File: config.mk
export PLATFORM = sky130hd
export DESIGN_NAME = leq_regbank
export DESIGN_NICKNAME = d
export VERILOG_FILES = /design/src/core/leq_pkg.sv /design/src/core/leq_pulse_seq.sv /design/src/core/leq_regbank.sv
export VERILOG_INCLUDE_DIRS = /design/src /design/src/core
export SDC_FILE = /design/constraint.sdc
export NUM_CORES = 1
export LEC_CHECK = 0
export BUFFER_PORTS_ARGS = -buffer_cell sky130_fd_sc_hd__buf_2
export CAP_MARGIN = 20
export CELL_PAD_IN_SITES_DETAIL_PLACEMENT = 0
export CELL_PAD_IN_SITES_GLOBAL_PLACEMENT = 1
export CORE_AREA = 2 2 101 103
export CTS_CLUSTER_DIAMETER = 100
export DETAILED_ROUTE_END_ITERATION = 16
export DIE_AREA = 0 0 103 105
export PLACE_DENSITY_LB_ADDON = 0.08
export SLEW_MARGIN = 20
export SYNTH_ARGS = -nofsm -noshare
export SYNTH_HDL_FRONTEND = slang
export SYNTH_HIERARCHICAL = 1
export SYNTH_SLANG_ARGS = --single-unit
File: constraint.sdc
create_clock -name core_clk -period 12.45 [get_ports core_clk]
set_input_delay 1.8675 -clock core_clk [delete_from_list [all_inputs] [get_ports core_clk]]
set_output_delay 1.8675 -clock core_clk [all_outputs]
set_load 0.005 [all_outputs]
File: src/core/leq_regs.svh
/*
 * Register offsets, field positions, reset values and timing counts of the
 * line equalizer and pulse shape register bank.
 * Assumes a 5-bit register address and an 8-bit data path on page 02H.
 */
`ifndef LEQ_REGS_SVH
`define LEQ_REGS_SVH

`define LEQ_PAGE           3'h2
`define LEQ_OFF_EQ_CTRL    5'h19
`define LEQ_OFF_SLOT1      5'h1C
`define LEQ_OFF_SLOT2      5'h1D
`define LEQ_OFF_SLOT3      5'h1E
`define LEQ_OFF_SLOT4      5'h1F

`define LEQ_EQ_DIS_BIT     7
`define LEQ_EQ_MID_BIT     6
`define LEQ_EQ_MAX_BIT     5
`define LEQ_SIGN_BIT       6
`define LEQ_MAG_MSB        5

`define LEQ_EQ_RESET       3'h0
`define LEQ_SLOT_RESET     7'h00

`define LEQ_MV_PER_STEP    100
`define LEQ_CLK_PERIOD_NS  25
`define LEQ_CELL_NS        488
`define LEQ_SUB_CYCLES     ((`LEQ_CELL_NS / 4) / `LEQ_CLK_PERIOD_NS)

`endif

File: src/core/leq_pkg.sv
/*
 * Types shared by the register bank and the pulse sequencer.
 * Assumes nothing beyond a SystemVerilog compiler.
 */
package leq_pkg;

  typedef enum logic [1:0] {
    LEQ_EQ_AUTO,
    LEQ_EQ_OFF,
    LEQ_EQ_ONE_STAGE,
    LEQ_EQ_TWO_STAGE
  } leq_eq_mode_t;

  typedef struct packed {
    logic       sign;
    logic [5:0] magnitude;
  } leq_coef_t;

  typedef struct packed {
    logic       cs_n;
    logic       rd_n;
    logic       wr_n;
    logic [2:0] page;
    logic [4:0] addr;
    logic [7:0] data_in;
  } leq_cpu_t;

  typedef struct packed {
    logic               active;
    logic [1:0]         slot;
    leq_coef_t          coef;
    logic signed [13:0] level_mv;
  } leq_pulse_t;

  typedef struct packed {
    logic            wr_q;
    logic [7:0]      rdata;
    logic            eq_auto_disable;
    logic            eq_single_stage_sel;
    logic            eq_dual_stage_sel;
    leq_eq_mode_t    mode;
    leq_coef_t [3:0] slot;
  } leq_bank_st_t;

endpackage

File: src/core/leq_pulse_seq.sv
/*
 * Steps the four pulse coefficients over the four sub-intervals of a bit cell.
 * Assumes cell_start is a one-cycle pulse at the start of each cell.
 */
`timescale 1ns/1ps
`include "leq_regs.svh"

module leq_pulse_seq #(
  parameter int SUB_CYCLES = `LEQ_SUB_CYCLES
) (
  // clock and reset
  input  wire logic                    core_clk,
  input  wire logic                    rst_n,
  // coefficients and timing
  input  wire leq_pkg::leq_coef_t [3:0] coef,
  input  wire logic                    cell_start,
  // to the pulse driver
  output leq_pkg::leq_pulse_t          pulse
);
  import leq_pkg::*;

  typedef enum logic {SEQ_IDLE, SEQ_RUN} leq_seq_state_t;

  typedef struct packed {
    leq_seq_state_t state;
    logic [7:0]     cnt;
    leq_pulse_t     out;
  } leq_seq_st_t;

  leq_seq_st_t st;
  leq_seq_st_t next_st;
  leq_coef_t   sel;

  function automatic logic signed [13:0] leq_level(input leq_coef_t c);
    logic signed [13:0] m;
    m = 14'(c.magnitude) * 14'(`LEQ_MV_PER_STEP);
    return c.sign ? m : -m;
  endfunction

  always_comb begin
    next_st = st;
    sel     = coef[0];
    if (cell_start) begin
      next_st.state  = SEQ_RUN;
      next_st.cnt    = 8'h00;
      next_st.out.slot = 2'h0;
    end else begin
      unique case (st.state)
        SEQ_IDLE: begin
        end
        SEQ_RUN: begin
          if (st.cnt == 8'(SUB_CYCLES - 1)) begin
            next_st.cnt = 8'h00;
            if (st.out.slot == 2'h3)
              next_st.state = SEQ_IDLE;
            else
              next_st.out.slot = st.out.slot + 2'h1;
          end else begin
            next_st.cnt = st.cnt + 8'h01;
          end
        end
      endcase
    end
    next_st.out.active = (next_st.state == SEQ_RUN);
    sel = next_st.out.active ? coef[next_st.out.slot] : '0;
    next_st.out.coef     = sel;
    next_st.out.level_mv = leq_level(sel);
  end

  always_ff @(posedge core_clk or negedge rst_n) begin
    if (!rst_n)
      st <= '0;
    else
      st <= next_st;
  end

  assign pulse = st.out;
endmodule // leq_pulse_seq

File: src/core/leq_regbank.sv
/*
 * Receive equalizer control and custom transmit pulse level registers,
 * written and read over the parallel microprocessor port, page 02H.
 * Assumes port strobes are synchronous to core_clk and held at least two
 * cycles; the analog equalizer and pulse driver sit outside.
 */
// Notes on behaviour
// - Setting the auto-disable bit takes the receive equalizer out of automatic mode.
// - With auto-disable clear the equalizer stays automatic and adapts to line length.
// - Auto-disable and single-stage bits both set select one-stage equalization, about 6 dB.
// - Auto-disable and dual-stage set with single-stage clear select two stages, about 12 dB.
// - Bit 6 of each pulse register is the sign, one positive and zero negative.
// - Bits 5 to 0 of the first pulse register are the unsigned magnitude, bit 5 the MSB.
// - The amplitude is the 6-bit magnitude times 0.1 V.
// - The second pulse register gives the signed level of the second sub-interval.
// - The third pulse register gives the signed level of the third sub-interval.
// - The fourth pulse register gives the signed level of the fourth sub-interval.
// - Reset clears all mode bits and all pulse fields, leaving the equalizer automatic.
`timescale 1ns/1ps
`include "leq_regs.svh"

module leq_regbank #(
  parameter int SUB_CYCLES = `LEQ_SUB_CYCLES
) (
  // clock and reset
  input  wire logic                    core_clk,
  input  wire logic                    rst_n,
  // parallel microprocessor port
  input  wire leq_pkg::leq_cpu_t       cpu,
  output logic [7:0]                   cpu_data_out,
  output logic                         cpu_data_oe,
  // receive equalizer
  output logic                         eq_auto_disable,
  output logic                         eq_single_stage_sel,
  output logic                         eq_dual_stage_sel,
  output leq_pkg::leq_eq_mode_t        eq_mode,
  // transmit pulse shaping
  input  wire logic                    tx_cell_start,
  output leq_pkg::leq_coef_t [3:0]     pulse_coef,
  output leq_pkg::leq_pulse_t          pulse
);
  import leq_pkg::*;

  leq_bank_st_t st;
  leq_bank_st_t next_st;
  logic         sel;
  logic         wr_act;
  logic         wr_take;
  logic [7:0]   rd_mux;

  function automatic leq_eq_mode_t leq_mode(input logic dis, input logic mid, input logic max);
    if (!dis)
      return LEQ_EQ_AUTO;
    else if (mid)
      return LEQ_EQ_ONE_STAGE;
    else if (max)
      return LEQ_EQ_TWO_STAGE;
    else
      return LEQ_EQ_OFF;
  endfunction

  function automatic logic [7:0] leq_coef_byte(input leq_coef_t c);
    return {1'b0, c};
  endfunction

  assign sel     = !cpu.cs_n && (cpu.page == `LEQ_PAGE);
  assign wr_act  = sel && !cpu.wr_n;
  assign wr_take = wr_act && !st.wr_q;

  always_comb begin
    unique case (cpu.addr)
      `LEQ_OFF_EQ_CTRL: rd_mux = {st.eq_auto_disable, st.eq_single_stage_sel,
                                  st.eq_dual_stage_sel, 5'h00};
      `LEQ_OFF_SLOT1:   rd_mux = leq_coef_byte(st.slot[0]);
      `LEQ_OFF_SLOT2:   rd_mux = leq_coef_byte(st.slot[1]);
      `LEQ_OFF_SLOT3:   rd_mux = leq_coef_byte(st.slot[2]);
      `LEQ_OFF_SLOT4:   rd_mux = leq_coef_byte(st.slot[3]);
      default:          rd_mux = 8'h00;
    endcase
  end

  always_comb begin
    next_st       = st;
    next_st.wr_q  = wr_act;
    next_st.rdata = rd_mux;
    if (wr_take) begin
      unique case (cpu.addr)
        `LEQ_OFF_EQ_CTRL: begin
          next_st.eq_auto_disable     = cpu.data_in[`LEQ_EQ_DIS_BIT];
          next_st.eq_single_stage_sel = cpu.data_in[`LEQ_EQ_MID_BIT];
          next_st.eq_dual_stage_sel   = cpu.data_in[`LEQ_EQ_MAX_BIT];
        end
        `LEQ_OFF_SLOT1: next_st.slot[0] = cpu.data_in[`LEQ_SIGN_BIT:0];
        `LEQ_OFF_SLOT2: next_st.slot[1] = cpu.data_in[`LEQ_SIGN_BIT:0];
        `LEQ_OFF_SLOT3: next_st.slot[2] = cpu.data_in[`LEQ_SIGN_BIT:0];
        `LEQ_OFF_SLOT4: next_st.slot[3] = cpu.data_in[`LEQ_SIGN_BIT:0];
        default: begin
        end
      endcase
    end
    // auto when disable clear, else fixed stage choice
    next_st.mode = leq_mode(next_st.eq_auto_disable, next_st.eq_single_stage_sel,
                            next_st.eq_dual_stage_sel);
  end

  always_ff @(posedge core_clk or negedge rst_n) begin
    if (!rst_n) begin
      st.wr_q                <= 1'b0;
      st.rdata               <= 8'h00;
      {st.eq_auto_disable, st.eq_single_stage_sel, st.eq_dual_stage_sel} <= `LEQ_EQ_RESET;
      st.mode                <= LEQ_EQ_AUTO;
      for (int i = 0; i < 4; i++) begin
        st.slot[i]           <= `LEQ_SLOT_RESET;
      end
    end else begin
      st <= next_st;
    end
  end

  assign cpu_data_out        = st.rdata;
  assign cpu_data_oe         = sel && !cpu.rd_n;
  assign eq_auto_disable     = st.eq_auto_disable;
  assign eq_single_stage_sel = st.eq_single_stage_sel;
  assign eq_dual_stage_sel   = st.eq_dual_stage_sel;
  assign eq_mode             = st.mode;
  assign pulse_coef          = st.slot;

  leq_pulse_seq #(
    .SUB_CYCLES (SUB_CYCLES)
  ) leq_pulse_seq_inst (
    .core_clk   (core_clk),
    .rst_n      (rst_n),
    .coef       (st.slot),
    .cell_start (tx_cell_start),
    .pulse      (pulse)
  );

  // assertion helpers
  logic after_reset;
  always_ff @(posedge core_clk or negedge rst_n) begin
    if (!rst_n)
      after_reset <= 1'b0;
    else
      after_reset <= 1'b1;
  end
endmodule // leq_regbank

Yosys cells after proc, flatten, opt, wreduce, memory -nomap -nowiden
Cells that the tools add are included.
{"block": "op_classes", "addsub": 3, "multipliers": 1, "div": 0, "magnitude_cmp": 1, "eq_ne": 8, "shift": 0, "n_mux": 19, "n_bitwise": 0, "n_reduce_logical": 13}
{"cell": "$pmux W8 S5", "n": 1}
{"cell": "$eq A5 B5 Y1 const B", "n": 5}
{"cell": "$mux W9", "n": 2}
{"cell": "$bmux W7 S2", "n": 1}
{"cell": "$mux W14", "n": 1}
{"cell": "$mux W2", "n": 7}
{"cell": "$mux W7", "n": 2}
{"cell": "$neg A13 Y14", "n": 1}
{"cell": "$mul A6 B5 Y11 const B", "n": 1}
{"cell": "$add A8 B1 Y8 const B", "n": 1}
{"cell": "$eq A8 B2 Y1 const B", "n": 1}
{"cell": "$mux W8", "n": 1}
{"cell": "$reduce_and A2 Y1", "n": 4}
{"cell": "$mux W3", "n": 2}
{"cell": "$logic_and A1 B1 Y1", "n": 4}
{"cell": "$logic_not A1 Y1", "n": 4}
{"cell": "$eq A3 B2 Y1 const B", "n": 1}
{"cell": "$lt A2 B3 Y1 const B", "n": 1}
{"cell": "$add A2 B1 Y2 const B", "n": 1}
{"cell": "$eq A2 B2 Y1 const B", "n": 1}
{"cell": "$mux W1", "n": 2}
{"cell": "$reduce_bool A2 Y1", "n": 1}
{"block": "totals", "reg_bits": 74, "latch_bits": 0, "mem_bits_rw": 0, "rom_bits": 0, "output_inout_bits": 66, "mem_count": 0}

Logic depth before layout (Yosys ltp)
{"block": "depth", "ltp_word": 11, "depth_mapped": 20}

By module
Netlist, hierarchy kept.
{"mod": "leq_pulse_seq", "n_inst": 1, "cells_each": 251, "area_each_um2": 2337.2}
{"mod": "leq_regbank", "n_inst": 1, "cells_each": 158, "area_each_um2": 2108.3}

Worst setup path before layout
No wires, ideal clock.
{"block": "synth_timing", "kind": "input to register", "from": "input tx_cell_start", "to": "register leq_pulse_seq_inst.st, in the netlist leq_pulse_seq_inst/pulse[12]", "setup_time_ns": 0.080, "arrival_ns": 5.464, "setup_slack_ns": 6.906, "stages": 17, "path_buffers": 1, "cell_sequence": "nor2b_1 > a31oi_2 > buf_6 > mux2_2 > nor2_1 > a31oi_1 > nand2_1 > ha_1 > ha_1 > ha_1 > fa_1 > a21o_1 > nand3_1 > a21oi_1 > or4_1 > a31oi_1 > xnor2_1"}
{"element": "start, declared", "line_no": "leq_regbank.sv:38", "source": "input wire logic tx_cell_start,"}
{"element": "end signal, assigned", "line_no": "leq_pulse_seq.sv:74", "source": "st <= next_st;"}
{"element": "end, declared", "line_no": "leq_pulse_seq.sv:30", "source": "leq_seq_st_t st;"}

==> flow_metrics.py <==
metrics = {
    "synth": {
        "postSynthRegisterBits": 71,
        "synthMostInstantiatedCell": "sky130_fd_sc_hd__dfrtp_1",
        "most_area_consuming_cells_after_synthesis": "sky130_fd_sc_hd__dfrtp_1 40%, sky130_fd_sc_hd__buf_4 10%, sky130_fd_sc_hd__mux2_2 9.1%, sky130_fd_sc_hd__ha_1 7.3%, sky130_fd_sc_hd__nand2_1 2.4%",
        "yosys_warnings": 6,
        "post_synth_inst_count": 409,
        "ys_top_cells_by_count": "71 x sky130_fd_sc_hd__dfrtp_1, 62 x sky130_fd_sc_hd__buf_4, 36 x sky130_fd_sc_hd__mux2_2",
        "synth.avg_cell_area_um2": 10.9,
        "synth_sequential_area_ratio_pct": 40.0,
        "synth-edff-count": 0,
        "yosys_most_used_dff": "sky130_fd_sc_hd__dfrtp_1",
        "yosys.area.top_type_share_pct": 40.0,
        "post_synth_num_cell_types": 54,
        "async_flop_share_pct": 100,
        "synth.largest_area_cell": "sky130_fd_sc_hd__dfrtp_1",
        "cell_area_after_synthesis_um2": 4450,
    },
    "die": {
        "initial_core_util_pct": 46.1,
        "dieWidth_um": 103,
        "rows": 36,
        "fp.dieH_um": 105,
        "io-pin-count": 88,
        "core_area_um2": 9640,
        "fp.dieArea_um2": 10800,
    },
    "cells_and_area": {
        "finalNetCount": 482,
        "filler_cell_count": 941,
        "num_antenna_cells": 0,
        "final_core_util_pct": 48.6,
        "synthToLayoutAreaGrowth_pct": 5.46,
        "post_route_cells_drive_above_1_share_pct": 35.4,
    },
    "sta": {
        "timing.final.ws_setup_ns": 6.29,
        "post-route-min-period_ns": 6.16,
        "final_setup_violations": 0,
        "timing.setup.tns_ns": 0,
        "fin_crit_sh_pct": 49.4,
        "worstMarginPinSlew_ns": 0.906,
        "max_clock_freq_mhz": 162,
        "rsz0062_at_grt": "false",
        "timing_hold_violations_final": 0,
        "final-max-slew-violation-count": 0,
        "hold_slack_ns": 0.528,
        "maxSlewHeadroom_pct": 39.6,
        "clock-skew-final_ns": 0.00834,
    },
    "global_routing": {
        "grt_first_pass_wirelength_mm": 15.1,
        "globalRouteMet2Util_pct": 28.1,
        "use_met3_pct": 3.41,
        "grt_most_used_layer": "met2",
        "global_route.overflow_total": 0,
        "globalRouteMet1Util_pct": 24.6,
        "pin_count_of_the_biggest_net_entering_global_routing": 72,
        "antenna_found_initial": 0,
        "grt_pass1_vias": 2915,
        "global_route_usage_over_all_layers_pct": 17.9,
    },
    "setup_path": {
        "setup.reg_to_reg.worst_slack_ns": 7.44,
        "rr_worst_depth": 17,
        "reg2reg_from": "leq_pulse_seq_inst/st[24]$_DFFE_PN0P_",
        "worst_ep_required_time_ns": 12.72,
        "worstReg2RegEnd": "leq_pulse_seq_inst/pulse[12]$_DFF_PN0_",
        "setup.worst_path.class": "in2reg",
        "crit_path_max_fanout": 11,
        "timing.critical_path.from": "tx_cell_start",
        "cp.arrival_ns": 6.43,
        "cp-start-kind": "primary input",
        "category_of_the_worst_setup_path_capture_point": "flop",
    },
    "power_and_ir_drop": {
        "power.total_uw": 545,
        "power.leakage_uw": 0.00254,
        "ir_drop_mv": 0.0585,
        "cellPowerDensity_nw_per_um2": 116,
    },
    "min_path": {
        "hold_path_startpoint": "leq_pulse_seq_inst/st[25]$_DFFE_PN0P_",
        "hold_class": "reg2reg",
        "min_path_cells": 1,
        "hold_path_endpoint": "leq_pulse_seq_inst/st[25]$_DFFE_PN0P_",
    },
    "clock_tree": {
        "cts_sinks": 71,
        "cts_tree": "yes",
        "clockRootBuffer": "sky130_fd_sc_hd__clkbuf_8",
        "post_cts_buffers": 0,
        "cts_made_buffers": 9,
        "worst_setup_hold_path_clk_slew_ns": 0.08,
        "clkLatencyLatePin_ns": 0.35,
        "cts-root-to-sink-buffers": 2,
        "cts_resized": 0,
        "cts.htree.levels": 3,
        "post_cts_hold_buffer_count": 0,
    },
    "placement": {
        "gp_congestion": 0.777,
        "detailed_place_hpwl_mm": 6.79,
        "preCtsSetupSlack_ns": 5.94,
        "portBuffers": 85,
    },
    "outcome": {
        "run_status": "completed",
    },
    "job": {
        "max_cap_violations": 0,
    },
    "detailed_routing": {
        "post_drt_via_cell_ratio": 5.26,
        "antenna_violating_nets_post_route": 0,
        "post-route-drc-count": 0,
        "dr_total_vias": 3006,
        "routed_wire_per_std_cell_um": 16.3,
        "detail_route.wirelength_mm": 9.28,
        "first_iter_violations": 102,
        "dr.pass1.iters": 6,
    },
}
==> how the worst max path moves through the flow <==
stage | endpoint | slack [ns] | cells past startpoint
floorplan | leq_pulse_seq_inst/pulse[12]$_DFF_PN0_ | 6.91 | 17
global placement | leq_pulse_seq_inst/pulse[12]$_DFF_PN0_ | 6.10 | 17
detailed placement | leq_pulse_seq_inst/pulse[12]$_DFF_PN0_ | 5.94 | 17
CTS | leq_pulse_seq_inst/pulse[12]$_DFF_PN0_ | 6.30 | 17
global route | leq_pulse_seq_inst/pulse[11]$_DFF_PN0_ | 5.93 | 17
finish | leq_pulse_seq_inst/pulse[12]$_DFF_PN0_ | 6.29 | 17
==> worst max-delay path, cell delays in order <==
cell	delay (ns)
sky130_fd_sc_hd__buf_2	0.13
sky130_fd_sc_hd__nor2b_1	0.62
sky130_fd_sc_hd__a31oi_2	0.39
sky130_fd_sc_hd__inv_1	0.28
sky130_fd_sc_hd__nand2_1	0.08
sky130_fd_sc_hd__a31oi_1	0.24
sky130_fd_sc_hd__nand2_1	0.13
sky130_fd_sc_hd__ha_1	0.34
sky130_fd_sc_hd__ha_1	0.30
sky130_fd_sc_hd__ha_1	0.32
sky130_fd_sc_hd__fa_1	0.51
sky130_fd_sc_hd__a21o_1	0.22
sky130_fd_sc_hd__nand3_1	0.08
sky130_fd_sc_hd__a21oi_1	0.06
sky130_fd_sc_hd__or4_1	0.51
sky130_fd_sc_hd__a31oi_1	0.21
sky130_fd_sc_hd__xnor2_1	0.13
==> kinds of logic (layout without fill, tap and decap cells) <==
kind of cell,count (synthesis),after routing,synth area share (%)
AND/OR/NAND/NOR,101,101,12.9
buffers and inverters,88,116,13.7
flip-flops,71,71,40.0
AO/OA/AOI/OAI,62,62,10.1
multiplexers,44,44,12.5
adder cells (fa/ha/maj),27,27,7.77
XOR/XNOR,15,15,2.96
other,1,2,0.0844
==> layout by cell type (no fill, tap or decap), types with 4 or more instances in the layout <==
cell	netlist	routed
sky130_fd_sc_hd__inv_1	14	14
sky130_fd_sc_hd__and3_1	5	5
sky130_fd_sc_hd__xor2_1	9	9
sky130_fd_sc_hd__xnor2_1	6	6
sky130_fd_sc_hd__a22oi_1	8	8
sky130_fd_sc_hd__nor2_1	16	16
sky130_fd_sc_hd__dfrtp_1	71	71
sky130_fd_sc_hd__a21oi_1	7	7
sky130_fd_sc_hd__buf_2	2	85
sky130_fd_sc_hd__nand4_1	6	6
sky130_fd_sc_hd__o21ai_0	12	12
sky130_fd_sc_hd__a31oi_1	11	11
sky130_fd_sc_hd__o311a_1	4	4
sky130_fd_sc_hd__nor2b_1	8	8
sky130_fd_sc_hd__mux2_2	36	36
sky130_fd_sc_hd__nand3_1	10	10
sky130_fd_sc_hd__nor3_1	6	6
sky130_fd_sc_hd__ha_1	26	26
sky130_fd_sc_hd__nand2_1	29	29
sky130_fd_sc_hd__clkbuf_8	0	9
==> flip-flops by register name, summed over array words and instances, names as in the netlist <==
| register | flops |
|---|---|
| eq_dual_stage_sel | 1 |
| eq_single_stage_sel | 1 |
| eq_mode | 2 |
| eq_auto_disable | 1 |
| cpu_data_out | 8 |
| st | 1 |
| leq_pulse_seq_inst/st | 8 |
| leq_pulse_seq_inst/pulse | 21 |
| pulse_coef | 28 |
==> layer usage <==
| metal | routed length (um) | part of all wire, % |
|---|---|---|
| met5 | 0 | 0 |
| met2 | 4290 | 46 |
| met4 | 132 | 1.4 |
| met1 | 4430 | 48 |
| met3 | 428 | 4.6 |
==> per-stage QoR <==
stage,cells,cell area [um2]
after floorplan,410,4450
after global placement,555,4490
after detailed placement,555,4490
after CTS,571,4690
after global routing,571,4690
final,571,4690
==> power by group <==
group | total, uW | internal, uW | switching (uW)
sequential | 259 | 250 | 9.41
clock | 184 | 93.5 | 90.7
combinational | 102 | 47.9 | 54.1
total | 545 | 391 | 154
==> layout make-up <==
type                    count  area (um2)  area share [%]
clock buffers              10         128            2.72
multi-input cells         251        2060            44.0
inverters                  14        52.6            1.12
repair buffers             86         433            9.23
well taps                 133         166            3.55
clock inverters             6        70.1            1.49
flip-flops and latches     71        1780            37.9
Power figures use the tool's default switching activity.
